**config.mk**
```make
export PLATFORM = sky130hd
export DESIGN_NAME = pin_ctrl
export DESIGN_NICKNAME = d
export VERILOG_FILES = /design/src/hw/pin_ctrl_pkg.sv /design/src/hw/pin_sync_if.sv /design/src/hw/pin_sync.sv /design/src/hw/pin_ctrl.sv
export VERILOG_INCLUDE_DIRS = /design/src /design/src/hw
export SDC_FILE = /design/constraint.sdc
export NUM_CORES = 1
export LEC_CHECK = 0
export ABC_CLOCK_PERIOD_IN_PS = 15300
export CAP_MARGIN = 10
export CORE_MARGIN = 2
export CORE_UTILIZATION = 30
export CTS_CLUSTER_SIZE = 12
export DETAILED_ROUTE_END_ITERATION = 10
export DONT_BUFFER_PORTS = 1
export PLACE_DENSITY_LB_ADDON = 0.25
export SLEW_MARGIN = 10
export SYNTH_ARGS = -nofsm -noshare
export SYNTH_HDL_FRONTEND = slang
export SYNTH_SLANG_ARGS = --single-unit
```
**constraint.sdc**
```tcl
create_clock -name clk_sys -period 15.3 [get_ports clk_sys]
set_input_delay 3.06 -clock clk_sys [delete_from_list [all_inputs] [get_ports clk_sys]]
set_output_delay 3.06 -clock clk_sys [all_outputs]
set_load 0.005 [all_outputs]
```
**src/hw/pin_ctrl_cfg.svh**
```systemverilog
`ifndef PIN_CTRL_CFG_SVH
`define PIN_CTRL_CFG_SVH

// Register byte offsets on the APB.
`define OFF_CONTROL   12'h000
`define OFF_STATUS    12'h004
`define OFF_HIGH_PORT 12'h008
`define OFF_MUX_PORT  12'h00C
`define OFF_MUX_DIR   12'h010
`define OFF_BUSREQ    12'h014

// Control register fields.
`define CTL_EDGE_BIT   0
`define CTL_XMASK_BIT  1
`define CTL_IMASK_BIT  2
`define CTL_IRV_BIT    3
`define CTL_ACK_BIT    4
`define CTL_XACK_BIT   5
`define CTL_OSTB_BIT   6
`define CTL_FETCH_BIT  7

// Bus request register fields.
`define BRQ_ADDR_LSB   0
`define BRQ_DATA_LSB   16
`define BRQ_WRITE_BIT  24
`define BRQ_INT_BIT    25

// Reset values of the control bits.
`define RST_EDGE_SEL   1'b0
`define RST_XMASK      1'b1
`define RST_IMASK      1'b1

// Cycles after reset release before the mode pins are trusted.
`define MODE_SETTLE    3'h4

// E clock is one quarter of the system clock.
`define ECLK_DIV       2'h3

`endif

```
**src/hw/pin_ctrl_pkg.sv**
```systemverilog
package pin_ctrl_pkg;
    typedef enum logic [1:0] {
        MODE_BOOT   = 2'b00,
        MODE_SINGLE = 2'b01,
        MODE_TEST   = 2'b10,
        MODE_EXPAND = 2'b11
    } op_mode_t;

    typedef enum logic [1:0] {
        PH_IDLE = 2'b00,
        PH_ADDR = 2'b01,
        PH_DATA = 2'b10
    } bus_phase_t;
endpackage

```
**src/hw/pin_sync_if.sv**
```systemverilog
`timescale 1ns/100ps
`default_nettype none
interface pin_sync_if;
    logic [3:0] raw;
    logic [3:0] clean;
    modport owner (output raw, input clean);
    modport sync (input raw, output clean);
endinterface
`default_nettype wire

```
**src/hw/pin_sync.sv**
```systemverilog
`timescale 1ns/100ps
`default_nettype none
module pin_sync (
    // Clock and reset.
    input  wire logic clk_sys,
    input  wire logic rst,
    // Pins in and filtered levels out.
    pin_sync_if.sync  pins
);
    logic [3:0] stage1_ff;
    logic [3:0] stage2_ff;
    logic [3:0] stage3_ff;
    logic [3:0] clean_ff;
    logic [3:0] nxt_clean;

    genvar i;
    generate
        for (i = 0; i < 4; i++) begin : g_bit
            always_comb begin
                nxt_clean[i] = (stage2_ff[i] == stage3_ff[i]) ? stage3_ff[i] : clean_ff[i];
            end
        end
    endgenerate

    always_ff @(posedge clk_sys or posedge rst) begin
        // Reset values follow each pin's idle level, so no false edge follows reset.
        if (rst) begin
            stage1_ff <= 4'h7;
            stage2_ff <= 4'h7;
            stage3_ff <= 4'h7;
            clean_ff  <= 4'h7;
        end else begin
            stage1_ff <= pins.raw;
            stage2_ff <= stage1_ff;
            stage3_ff <= stage2_ff;
            clean_ff  <= nxt_clean;
        end
    end

    assign pins.clean = clean_ff;
endmodule
`default_nettype wire

```
**src/hw/pin_ctrl.sv**
```systemverilog
// Function
// - Maskable input edge or level, software chosen.
// - Reset forces maskable input to level trigger.
// - Reset sets non-maskable mask flag.
// - Non-maskable request is level sensitive.
// - Held line re-interrupts once mask clears.
// - Mode pins sampled at reset pick mode.
// - Fetch indicator open drain, low on fetch.
// - Single-chip: strobe-A pin is input strobe.
// - Expanded: strobe-A pin drives address strobe.
// - Single-chip: strobe-B pin is output strobe.
// - Expanded: direction low write, high read.
// - Direction stays low across back-to-back writes.
// - Visible internal reads drive muxed port.
// - High port: outputs or high address.
// - Muxed port: bidirectional or address/data.
// - Other ports independent of mode.
// - E clock is quarter rate, high accesses.
// - Expanded: address 15..8 on high port.
// - Expanded: address 7..0 then data at E high.
`timescale 1ns/100ps
`default_nettype none
`include "pin_ctrl_cfg.svh"
module pin_ctrl (
    // Clock and reset.
    input  wire logic        clk_sys,
    input  wire logic        rst,
    // APB slave.
    input  wire logic        psel,
    input  wire logic        penable,
    input  wire logic        pwrite,
    input  wire logic [11:0] paddr,
    input  wire logic [31:0] pwdata,
    output logic      [31:0] prdata,
    output logic             pready,
    output logic             pslverr,
    // Interrupt and mode pins.
    input  wire logic        irqPin_n,
    input  wire logic        nonmaskable_request_n,
    input  wire logic        mode_select_a,
    input  wire logic        mode_select_b,
    // Debug and strobes.
    output logic             opcode_fetch_indicator_n,
    output logic             fetchIndOe_n,
    input  wire logic        input_strobe,
    output logic             address_latch_strobe,
    output logic             output_strobe,
    output logic             eClk,
    // Requests toward the core.
    output logic             irqReq,
    output logic             xirqReq,
    // Ports.
    output logic      [7:0]  high_port_pins,
    input  wire logic [7:0]  muxed_port_pins_in,
    output logic      [7:0]  muxed_port_pins_out,
    output logic      [7:0]  muxedPortOe_n
);
    ////////////////////////////////////////////////////////////////////////////
    pin_sync_if syn ();
    assign syn.raw = {input_strobe, mode_select_b, nonmaskable_request_n, irqPin_n};

    pin_sync u_sync (
        .clk_sys (clk_sys),
        .rst     (rst),
        .pins    (syn)
    );

    logic irqLvl;
    logic xirqLvl;
    logic strobeLvl;
    assign irqLvl    = syn.clean[0];
    assign xirqLvl   = syn.clean[1];
    assign strobeLvl = syn.clean[3];

    logic [2:0] modeA_ff;
    logic       modeAClean_ff;
    logic       modeALvl;
    // The mode-A pin has no slot in the shared synchroniser, so it has its own four flops.
    assign modeALvl = (modeA_ff[2] == modeA_ff[1]) ? modeA_ff[2] : modeAClean_ff;
    always_ff @(posedge clk_sys or posedge rst) begin
        if (rst) begin
            modeA_ff      <= 3'h0;
            modeAClean_ff <= 1'b0;
        end else begin
            modeA_ff      <= {modeA_ff[1:0], mode_select_a};
            modeAClean_ff <= modeALvl;
        end
    end

    ////////////////////////////////////////////////////////////////////////////
    // State registers.
    logic [1:0]          ediv_ff, nxt_ediv;
    logic                eClk_ff, nxt_eClk;
    logic                latched_ff, nxt_latched;
    logic [2:0]          settleCnt_ff, nxt_settleCnt;
    logic                strobeB_ff, nxt_strobeB;
    pin_ctrl_pkg::op_mode_t mode_ff, nxt_mode;
    logic                edgeSel_ff, nxt_edgeSel;
    logic                xMask_ff, nxt_xMask;
    logic                iMask_ff, nxt_iMask;
    logic                irv_ff, nxt_irv;
    logic                irqPrev_ff, nxt_irqPrev;
    logic                irqPend_ff, nxt_irqPend;
    logic                strPrev_ff, nxt_strPrev;
    logic                strEvt_ff, nxt_strEvt;
    logic [7:0]          hiData_ff, nxt_hiData;
    logic [7:0]          muxData_ff, nxt_muxData;
    logic [7:0]          muxDir_ff, nxt_muxDir;
    logic [7:0]          muxIn_ff, nxt_muxIn;
    logic [25:0]         brq_ff, nxt_brq;
    logic                brqValid_ff, nxt_brqValid;
    logic                fetchReq_ff, nxt_fetchReq;
    pin_ctrl_pkg::bus_phase_t ph_ff, nxt_ph;
    logic                rw_ff, nxt_rw;
    logic                as_ff, nxt_as;
    logic                ostb_ff, nxt_ostb;
    logic                fetch_ff, nxt_fetch;
    logic [7:0]          hiOut_ff, nxt_hiOut;
    logic [7:0]          muxOut_ff, nxt_muxOut;
    logic [7:0]          muxOe_ff, nxt_muxOe;
    logic                irqReq_ff, nxt_irqReq;
    logic                xirqReq_ff, nxt_xirqReq;
    logic [31:0]         prdata_ff, nxt_prdata;
    logic                pready_ff, nxt_pready;
    logic                pslverr_ff, nxt_pslverr;

    logic expanded;
    logic eTick;
    logic wrEn;
    logic rdEn;
    assign expanded = (mode_ff == pin_ctrl_pkg::MODE_EXPAND) ||
                      (mode_ff == pin_ctrl_pkg::MODE_TEST);
    assign eTick = (ediv_ff == `ECLK_DIV);
    assign wrEn  = psel && penable && pwrite && !pready_ff;
    assign rdEn  = psel && penable && !pwrite && !pready_ff;

    ////////////////////////////////////////////////////////////////////////////
    always_comb begin
        nxt_ediv     = ediv_ff + 2'h1;
        nxt_eClk     = ediv_ff[1];
        nxt_latched   = latched_ff;
        nxt_settleCnt = settleCnt_ff;
        nxt_mode      = mode_ff;
        // The mode pins are trusted only once their synchronisers have flushed.
        if (!latched_ff) begin
            nxt_settleCnt = settleCnt_ff + 3'h1;
            if (settleCnt_ff == `MODE_SETTLE) begin
                nxt_mode    = pin_ctrl_pkg::op_mode_t'({syn.clean[2], modeAClean_ff});
                nxt_latched = 1'b1;
            end
        end
        nxt_edgeSel  = edgeSel_ff;
        nxt_xMask    = xMask_ff;
        nxt_iMask    = iMask_ff;
        nxt_irv      = irv_ff;
        nxt_hiData   = hiData_ff;
        nxt_muxData  = muxData_ff;
        nxt_muxDir   = muxDir_ff;
        nxt_brq      = brq_ff;
        nxt_brqValid = brqValid_ff;
        nxt_fetchReq = fetchReq_ff;
        nxt_ostb     = 1'b0;
        nxt_irqPrev  = irqPrev_ff;
        nxt_irqPend  = irqPend_ff;
        nxt_strPrev  = strPrev_ff;
        nxt_strEvt   = strEvt_ff;
        nxt_muxIn    = muxIn_ff;
        nxt_prdata   = prdata_ff;
        nxt_pready   = psel && penable && !pready_ff;
        nxt_pslverr  = 1'b0;

        if (eTick) begin
            nxt_irqPrev = irqLvl;
        end
        // A new fetch request wins over the clear of the old one.
        if (eTick && fetchReq_ff) begin
            nxt_fetchReq = 1'b0;
        end
        if (wrEn && paddr == `OFF_CONTROL) begin
            nxt_edgeSel = pwdata[`CTL_EDGE_BIT];
            nxt_xMask   = xMask_ff & pwdata[`CTL_XMASK_BIT];
            nxt_iMask   = pwdata[`CTL_IMASK_BIT];
            nxt_irv     = pwdata[`CTL_IRV_BIT];
            if (pwdata[`CTL_ACK_BIT]) begin
                nxt_irqPend = 1'b0;
            end
            if (pwdata[`CTL_FETCH_BIT]) begin
                nxt_fetchReq = 1'b1;
            end
        end
        if (wrEn && paddr == `OFF_STATUS) begin
            nxt_strEvt = 1'b0;
        end
        if (eTick && edgeSel_ff && irqPrev_ff && !irqLvl) begin
            nxt_irqPend = 1'b1;
        end
        if (strobeLvl && !strPrev_ff && !expanded) begin
            nxt_strEvt = 1'b1;
            nxt_muxIn  = muxed_port_pins_in;
        end
        nxt_strPrev = strobeLvl;
        if (wrEn && paddr == `OFF_HIGH_PORT) begin
            nxt_hiData = pwdata[7:0];
            nxt_ostb   = !expanded;
        end
        if (wrEn && paddr == `OFF_MUX_PORT) begin
            nxt_muxData = pwdata[7:0];
        end
        if (wrEn && paddr == `OFF_MUX_DIR) begin
            nxt_muxDir = pwdata[7:0];
        end
        if (wrEn && paddr == `OFF_BUSREQ && !brqValid_ff) begin
            nxt_brq      = pwdata[25:0];
            nxt_brqValid = 1'b1;
        end
        if (eTick && ph_ff == pin_ctrl_pkg::PH_DATA) begin
            nxt_brqValid = 1'b0;
            if (!brq_ff[`BRQ_WRITE_BIT]) begin
                nxt_muxIn = muxed_port_pins_in;
            end
        end
        if (rdEn) begin
            case (paddr)
                `OFF_CONTROL:   nxt_prdata = {24'h0, 1'b0, 2'h0, 1'b0, irv_ff, iMask_ff,
                                              xMask_ff, edgeSel_ff};
                `OFF_STATUS:    nxt_prdata = {24'h0, mode_ff, irqPend_ff, brqValid_ff,
                                              strEvt_ff, xirqLvl, irqLvl, muxIn_ff[0]};
                `OFF_HIGH_PORT: nxt_prdata = {24'h0, hiData_ff};
                `OFF_MUX_PORT:  nxt_prdata = {24'h0, muxIn_ff};
                `OFF_MUX_DIR:   nxt_prdata = {24'h0, muxDir_ff};
                `OFF_BUSREQ:    nxt_prdata = {6'h0, brq_ff};
                default: begin
                    nxt_prdata  = 32'h0;
                    nxt_pslverr = 1'b1;
                end
            endcase
        end else if (wrEn) begin
            case (paddr)
                `OFF_CONTROL, `OFF_STATUS, `OFF_HIGH_PORT,
                `OFF_MUX_PORT, `OFF_MUX_DIR, `OFF_BUSREQ: nxt_pslverr = 1'b0;
                default: nxt_pslverr = 1'b1;
            endcase
        end
    end

    ////////////////////////////////////////////////////////////////////////////
    // External bus sequencer and pin roles.
    always_comb begin
        nxt_ph      = ph_ff;
        nxt_rw      = rw_ff;
        nxt_as      = 1'b0;
        nxt_fetch   = 1'b1;
        nxt_hiOut   = hiOut_ff;
        nxt_muxOut  = muxOut_ff;
        nxt_muxOe   = muxOe_ff;
        if (!expanded) begin
            nxt_hiOut  = hiData_ff;
            nxt_muxOut = muxData_ff;
            nxt_muxOe  = ~muxDir_ff;
            nxt_rw     = 1'b1;
            nxt_ph     = pin_ctrl_pkg::PH_IDLE;
        end else if (eTick) begin
            case (ph_ff)
                pin_ctrl_pkg::PH_IDLE: begin
                    // Direction keeps its last value while idle, so writes keep it low.
                    nxt_muxOe = 8'hFF;
                    if (brqValid_ff) begin
                        nxt_ph     = pin_ctrl_pkg::PH_ADDR;
                        nxt_hiOut  = brq_ff[15:8];
                        nxt_muxOut = brq_ff[7:0];
                        nxt_muxOe  = 8'h00;
                        nxt_as     = 1'b1;
                        nxt_rw     = !brq_ff[`BRQ_WRITE_BIT];
                    end
                end
                pin_ctrl_pkg::PH_ADDR: begin
                    nxt_ph = pin_ctrl_pkg::PH_DATA;
                    if (brq_ff[`BRQ_WRITE_BIT]) begin
                        nxt_muxOut = brq_ff[23:16];
                        nxt_muxOe  = 8'h00;
                    end else if (irv_ff && brq_ff[`BRQ_INT_BIT]) begin
                        nxt_muxOut = brq_ff[23:16];
                        nxt_muxOe  = 8'h00;
                    end else begin
                        nxt_muxOe  = 8'hFF;
                    end
                end
                pin_ctrl_pkg::PH_DATA: begin
                    nxt_ph    = pin_ctrl_pkg::PH_IDLE;
                    nxt_muxOe = 8'hFF;
                end
                default: nxt_ph = pin_ctrl_pkg::PH_IDLE;
            endcase
        end
        if (fetchReq_ff) begin
            nxt_fetch = 1'b0;
        end
    end

    ////////////////////////////////////////////////////////////////////////////
    always_comb begin
        nxt_irqReq  = !iMask_ff && (edgeSel_ff ? irqPend_ff : !irqLvl);
        nxt_xirqReq = !xMask_ff && !xirqLvl;
        nxt_strobeB = expanded ? nxt_rw : nxt_ostb;
    end

    always_ff @(posedge clk_sys or posedge rst) begin
        if (rst) begin
            ediv_ff <= 2'h0; eClk_ff <= 1'b0; latched_ff <= 1'b0;
            settleCnt_ff <= 3'h0;
            strobeB_ff <= 1'b0;
            mode_ff <= pin_ctrl_pkg::MODE_SINGLE;
            edgeSel_ff <= `RST_EDGE_SEL;
            xMask_ff <= `RST_XMASK;
            iMask_ff <= `RST_IMASK; irv_ff <= 1'b0;
            irqPrev_ff <= 1'b1; irqPend_ff <= 1'b0; strPrev_ff <= 1'b0;
            strEvt_ff <= 1'b0; hiData_ff <= 8'h00; muxData_ff <= 8'h00;
            muxDir_ff <= 8'h00; muxIn_ff <= 8'h00; brq_ff <= 26'h0;
            brqValid_ff <= 1'b0; fetchReq_ff <= 1'b0;
            ph_ff <= pin_ctrl_pkg::PH_IDLE; rw_ff <= 1'b1; as_ff <= 1'b0;
            ostb_ff <= 1'b0; fetch_ff <= 1'b1; hiOut_ff <= 8'h00;
            muxOut_ff <= 8'h00; muxOe_ff <= 8'hFF; irqReq_ff <= 1'b0;
            xirqReq_ff <= 1'b0; prdata_ff <= 32'h0; pready_ff <= 1'b0;
            pslverr_ff <= 1'b0;
        end else begin
            ediv_ff <= nxt_ediv; eClk_ff <= nxt_eClk; latched_ff <= nxt_latched;
            settleCnt_ff <= nxt_settleCnt;
            strobeB_ff <= nxt_strobeB;
            mode_ff <= nxt_mode; edgeSel_ff <= nxt_edgeSel; xMask_ff <= nxt_xMask;
            iMask_ff <= nxt_iMask; irv_ff <= nxt_irv; irqPrev_ff <= nxt_irqPrev;
            irqPend_ff <= nxt_irqPend; strPrev_ff <= nxt_strPrev;
            strEvt_ff <= nxt_strEvt; hiData_ff <= nxt_hiData;
            muxData_ff <= nxt_muxData; muxDir_ff <= nxt_muxDir;
            muxIn_ff <= nxt_muxIn; brq_ff <= nxt_brq; brqValid_ff <= nxt_brqValid;
            fetchReq_ff <= nxt_fetchReq; ph_ff <= nxt_ph; rw_ff <= nxt_rw;
            as_ff <= nxt_as; ostb_ff <= nxt_ostb; fetch_ff <= nxt_fetch;
            hiOut_ff <= nxt_hiOut; muxOut_ff <= nxt_muxOut; muxOe_ff <= nxt_muxOe;
            irqReq_ff <= nxt_irqReq; xirqReq_ff <= nxt_xirqReq;
            prdata_ff <= nxt_prdata; pready_ff <= nxt_pready;
            pslverr_ff <= nxt_pslverr;
        end
    end

    // In expanded modes the strobe-B pin carries the bus direction.
    assign address_latch_strobe     = as_ff;
    assign output_strobe            = strobeB_ff;
    assign opcode_fetch_indicator_n = 1'b0;
    assign fetchIndOe_n             = fetch_ff;
    assign eClk                     = eClk_ff;
    assign irqReq                   = irqReq_ff;
    assign xirqReq                  = xirqReq_ff;
    assign high_port_pins           = hiOut_ff;
    assign muxed_port_pins_out      = muxOut_ff;
    assign muxedPortOe_n            = muxOe_ff;
    assign prdata                   = prdata_ff;
    assign pready                   = pready_ff;
    assign pslverr                  = pslverr_ff;

    ////////////////////////////////////////////////////////////////////////////
    a_reset_level: assert property (@(posedge clk_sys) $fell(rst) |-> !edgeSel_ff)
        else $error("edge select not cleared by reset");
    a_xmask_reset: assert property (@(posedge clk_sys) $fell(rst) |-> xMask_ff)
        else $error("xmask not set by reset");
    a_nonmaskable_request_n_level: assert property (@(posedge clk_sys) disable iff (rst)
        (!xMask_ff && !xirqLvl) |=> xirqReq)
        else $error("level nonmaskable_request_n not requested");
    a_mode_fixed: assert property (@(posedge clk_sys) disable iff (rst)
        latched_ff |=> $stable(mode_ff))
        else $error("mode changed after reset");
    a_edge_latch: assert property (@(posedge clk_sys) disable iff (rst)
        (eTick && edgeSel_ff && irqPrev_ff && !irqLvl) |=> irqPend_ff)
        else $error("falling edge lost");
    a_level_again: assert property (@(posedge clk_sys) disable iff (rst)
        (!edgeSel_ff && !iMask_ff && !irqLvl) |=> irqReq)
        else $error("held line not requested");
    a_dir_write: assert property (@(posedge clk_sys) disable iff (rst)
        (expanded && ph_ff == pin_ctrl_pkg::PH_DATA && brq_ff[`BRQ_WRITE_BIT])
        |-> !output_strobe)
        else $error("direction high during write");
    a_high_single: assert property (@(posedge clk_sys) disable iff (rst)
        (!expanded && latched_ff) |=> ##1 (high_port_pins == $past(hiData_ff)))
        else $error("high port not general output");
    c_edge_mode: cover property (@(posedge clk_sys) disable iff (rst) irqPend_ff);
    c_ext_write: cover property (@(posedge clk_sys) disable iff (rst) as_ff && !rw_ff);
    c_nonmaskable_request_n: cover property (@(posedge clk_sys) disable iff (rst) xirqReq);
endmodule
`default_nettype wire

```
======== Word level (Yosys, flattened, before mapping) ========
Cells that the tools add are included.
Widths: inputs -> output; s select.
storage, ports and cells
  logic and storage cells ................. 168
  input port bits ......................... 62
  flip-flop bits (word level) ............. 163
operators by class
  muxes and demuxes ....................... 51
  add/subtract/negate cells ............... 2
  bitwise logic cells ..................... 3
  eq/ne operators ......................... 23
  reductions and logical operators ........ 47
operators by type and width
  cell                 count
  $pmux 26 s6          1
  $mux 8               17
  $mux 1               27
  $eq 12x4->1 const B  2
  $eq 12x5->1 const B  2
  $pmux 8 s3           1
  $logic_and 1x1->1    23
  $pmux 8 s2           1
  $eq 12x3->1 const B  1
  $logic_not 12->1     1
  $logic_not 1->1      10
  $eq 2x2->1 const B   4
  $not 8->8            1
  $reduce_and 2->1     4
  $reduce_bool 2->1    4
  $mux 2               3
  $reduce_or 6->1      1
  $eq 1x1->1           5
  $ne 2x1->1 const B   2
  $ne 4x1->1 const B   1
  $ne 4x4->1 const B   1
  $pmux 2 s2           1
  $reduce_and 4->1     1
  $add 3x1->3 const B  1
  11 further kinds     11

======== Depth between registers and ports, before layout ========
  depth after elaboration ................. 7
  mapped depth ............................ 7
  mapped depth without buffers ............ 6

======== Modules after synthesis ========
A second synthesis with hierarchy kept.
unflattened totals
  cell total of the unflattened synthesis .. 511
  area, all modules ....................... 6622.6 um^2
by module, submodules not included
  module    instances  cells each  area each (um^2)
  pin_ctrl  1          490         6158.4
  pin_sync  1          21          464.2

======== Worst setup path before layout ========
No wires, ideal clock.
  path kind ............................... input to register
  from .................................... input paddr[9]
  to ...................................... register brq_ff[0]
  stages on the path ...................... 6
  required time ........................... 15.175 ns
  arrival time ............................ 4.487 ns
  buffers on the path ..................... 2
  path slack .............................. 10.688 ns
  setup time .............................. 0.125 ns
  cell sequence ........................... nor4_4 nand4_4 or3_1 buf_6 buf_12 mux2_4
on the way
  word-level cells in the longest chain between the ends .. 3
ends and longest elaborated chain
  item                                line             RTL
  start: declaration                  pin_ctrl.sv:32   input wire logic [11:0] paddr,
  $eq 12x5->1                         n/a
  $logic_and 1x1->1 (no source line)  n/a
  $logic_and 1x1->1                   pin_ctrl.sv:212  if (wrEn && paddr == `OFF_BUSREQ && !brqValid_ff) begin
  end signal: assignment              pin_ctrl.sv:334  muxIn_ff <= nxt_muxIn; brq_ff <= nxt_brq; brqValid_ff <= nxt_brqValid;
  end: declaration                    pin_ctrl.sv:110  logic [25:0] brq_ff, nxt_brq;
Every way passes these cells.
A chain may end at the register's enable or synchronous reset.

======== Worst setup path after layout ========
  from .................................... input pwrite
  to ...................................... register prdata_ff[9], in the netlist prdata[9]
on the way
  word-level cells in the longest chain between the ends .. 3
ends and longest elaborated chain
  item                             line             RTL
  start: declaration               pin_ctrl.sv:31   input wire logic pwrite,
  $logic_not 1->1                  pin_ctrl.sv:135  assign rdEn = psel && penable && !pwrite && !pready_ff;
  $logic_and 1x1->1 (2 in series)  pin_ctrl.sv:135
  end signal: assignment           pin_ctrl.sv:339  prdata_ff <= nxt_prdata; pready_ff <= nxt_pready;
  end: declaration                 pin_ctrl.sv:123  logic [31:0] prdata_ff, nxt_prdata;
Every way passes these cells.

==> metrics.md <==
| Metric | Value |
|---|---|
| Share of cells above drive strength 1 | 29.5% |
| DRC viols | 0 |
| Hold bufs inserted after CTS | 0 |
| CTS Root Buffer Type | clkbuf_16 |
| PostCTS Resize Cnt | 0 |
| Worst EP required | 15.65 ns |
| Final hold violation count | 0 |
| Fin crit period | around 4.6 ns |
| Mapped Cells | 487 |
| Clk_lat worst skew | roughly 0.42 ns |
| Slew headroom | 30.7% |
| Register area share after synthesis | 59.7% |
| Top FF cell, synth | dfrtp_1 |
| Worst Skew | 0.0110 ns |
| Num Clock Sinks | 157 |
| I/O pins | 127 |
| Initial Util | 30.5% |
| Post-DRT Antenna Nets | 0 |
| Count of final max-slew check failures | 0 |
| Startpoint types | input port |
| Setup repair bufs after CTS | 0 |
| Reg power frac | 49.4% |
| Drt total wl | 16,000 µm |
| Distinct cells, synth | 56 |
| Die X | 153 µm |
| Final worst slack | about 11 ns |
| CTS H-tree lvls | 4 |
| Async SR Flop Fraction | 100% |
| Gr ovfl total | 0 |
| Hold/Removal Path Class | flop to flop |
| Overall Global Routing Usage | 13.8% |
| Worst path max stage delay | a little under 0.8 ns |
| Combinational Power Share | 5.1% |
| Static Leakage | 3.39 nW |
| Die height | 153 µm |
| Part of the cycle the worst path needs | 30.0% |
| Peak Freq | 0.218 GHz |
| Final nets | 557 |
| Placed insts | between 700 and 800 |
| Clock share of power | 45.5% |
| PortBufs | 0 |
| Post-route non-filler standard cell count | 782 |
| Pint | 0.706 mW |
| Initial antenna violation count | 0 |
| Max cap viols | 0 |
| Signal arrival time at the worst endpoint | 4.94 ns |
| Slowest cell on crit path | nor2_2 |
| Wire length per cell | 20.4 µm |
| Clock transition at path regs | 0.06 ns |
| Sw frac | between 20% and 30% |
| Synth Area per Inst | between 10 and 15 µm² |
| CP max FO | 31 |
| Mapped cell area | 6630 µm² |
| Critical path, cell by cell | nand4bb_1 > buf_4 > nand4b_1 > nor2_2 > a22o_1 |
| Rows | 54 |
| CTS tree | yes |
| Pin count of the biggest net entering global routing | 83 |
| Post-DP HPWL | 11,400 µm |
| Routed vias | 3,823 |
| Worst Max-Slew Pin Slew | about 1.0 ns |
| TritonCTS buffer count | 17 |
| Starting DRT DRC Count | 229 |
| # diodes | 0 |
| Setup_tns | 0 ns |
| Drt via density | 4.89 |
| Post-route cell area | ~7400 µm² |
| Detailed-router iteration count before antenna repair | 5 |
| Placed cell area | 6870 µm² |
| Post-synth EDFFs | 0 |
| Crit Path Category | input port to flop |
| Routability Congestion | 0.861 |
| Crit path capture type | flop |
| RSZ-0062 raised after global routing | no |
| Ys Warns | 0 |
| First-pass GRT wire length | roughly 25,000 µm |
| Core area | 21,800 µm² |
| Area delta synth->final | 12.3% |
| Die area | roughly 23,000 µm² |
| Longest Clk Path Bufs | 2 |
| Setup violations, final | 0 |
| Max VDD drop | 0.0000664 V |
| Setup slack at placement | 10.27 ns |
| P_sw | 0.206 mW |
| Pwr/cell area | 122 nW/µm² |
| Vias in the first global route | about 4,000 |
| Status | finished, final reports clean |
| Synth Register Bits | about 160 |
[placed cells by master, fill, tap and decap left out, types with 5 or more instances in the layout]
master and count:
o21ai_0 8, ha_1 6, dfstp_2 26, conb_1 7
a22o_1 20, mux2i_1 25, nor3_1 6, maj3_1 5
inv_1 13, mux2_4 20, dfrtp_1 131, nor2_1 39
clkbuf_16 17, mux2_2 58, o22a_1 8, nand2_1 15
a21oi_1 24
[per-layer routing]
metal  vias up  wire length [µm]  track usage [%]
met2       114              7250             20.7
met5         -                 0                0
li1       1753                 -                -
met1      1930              7070             17.2
met3        26              1260             6.34
met4         0               379             5.78
[path summary, 6_finish.rpt]
check,startpoint,endpoint,slack (ns),depth (start not counted)
max reg2reg,ph_ff[1],muxedPortOe_n[1],12.60,6
max,pwrite,prdata[9],10.71,5
min,modeA_ff[0],modeA_ff[1],0.35,0
min reg2reg,modeA_ff[0],modeA_ff[1],0.35,0
min in group asynchronous,rst,muxDir_ff[1],2.61,1
max in group asynchronous,rst,brq_ff[12],11.15,2
[through the flow]
step / util, % / hold slack (ns) / power (mW)
after floorplan: - / 0.331 / 0.493
after global placement: 31.6 / 0.335 / 0.505
after detailed placement: 31.6 / 0.338 / 0.507
after CTS: 34.2 / 0.352 / 0.924
after global routing: 34.2 / 0.364 / 0.950
final: 34.2 / 0.350 / 0.912
[final cells by class]
class,count,area [µm²]
repair buffers,4,30.0
clock buffers,22,464
fillers,2104,14300
multi-input cells,295,2470
flip-flops and latches,157,3960
well taps,280,350
inverters,14,57.6
clock inverters,10,115
[cells in the mapped netlist, types with 2 or more instances]
cell / number / area share [%]
nor2_1: 39 / 2.2
xnor2_1: 2 / 0.26
a22oi_1: 3 / 0.34
nor4_1: 2 / 0.19
a211o_1: 3 / 0.40
mux2_4: 20 / 4.5
o21ai_1: 3 / 0.23
o22ai_1: 2 / 0.19
o21a_1: 2 / 0.23
a21oi_1: 24 / 1.8
buf_2: 2 / 0.15
nor2b_1: 2 / 0.19
inv_1: 14 / 0.79
nand4b_1: 2 / 0.26
buf_1: 3 / 0.17
mux4_2: 2 / 0.68
dfrtp_1: 131 / 49
dfstp_2: 26 / 10
buf_12: 2 / 0.60
ha_1: 6 / 1.1
o21ai_0: 8 / 0.60
o22a_1: 8 / 1.1
nand2_1: 15 / 0.85
maj3_1: 5 / 0.75
nor3_1: 6 / 0.45
nand2b_1: 4 / 0.38
nor3_2: 2 / 0.30
nand3_1: 4 / 0.30
buf_4: 7 / 0.79
mux2i_1: 25 / 3.8
mux2_2: 58 / 9.8
a22o_1: 20 / 2.6
clkbuf_1: 12 / 0.68
[power groups by stage]
stage	registers, mW	logic, mW	clock network [mW]
2_1_floorplan	0.452	0.0410	0
3_3_place_gp	0.459	0.0461	0
3_5_place_dp	0.459	0.0474	0
4_1_cts	0.452	0.0475	0.425
5_1_grt	0.454	0.0523	0.444
6_report	0.451	0.0464	0.415
[flip-flops by register name, indices dropped and copies added (netlist names), 3 cells and up]
signal and count:
brq_ff 26, hiData_ff 8, high_port_pins 8, modeA_ff 3, muxData_ff 8, muxDir_ff 8
muxIn_ff 8, muxedPortOe_n 8, muxed_port_pins_out 8, prdata 26, settleCnt_ff 3, u_sync.pins.clean 4
u_sync.stage1_ff 4, u_sync.stage2_ff 4, u_sync.stage3_ff 4
[cell families (layout without fill, tap and decap cells)]
| logic type | count (synthesis) | after routing | share of synthesized area, % |
|---|---|---|---|
| mux | 105 | 105 | 18.8 |
| buf+inv | 41 | 50 | 3.36 |
| simple gates | 87 | 87 | 7.04 |
| fa+ha+maj | 11 | 11 | 1.89 |
| flops | 157 | 157 | 59.7 |
| compound gates | 83 | 83 | 8.83 |
| other cells | 1 | 7 | 0.0565 |
| xor+xnor | 2 | 2 | 0.264 |
[critical path: cells and delay by family]
kind | cells | cell delay (ns)
compound gates | 1 | 0.23
simple gates | 3 | 1.38
buf+inv | 1 | 0.25
Note: power is estimated with default switching activity, not from simulation.
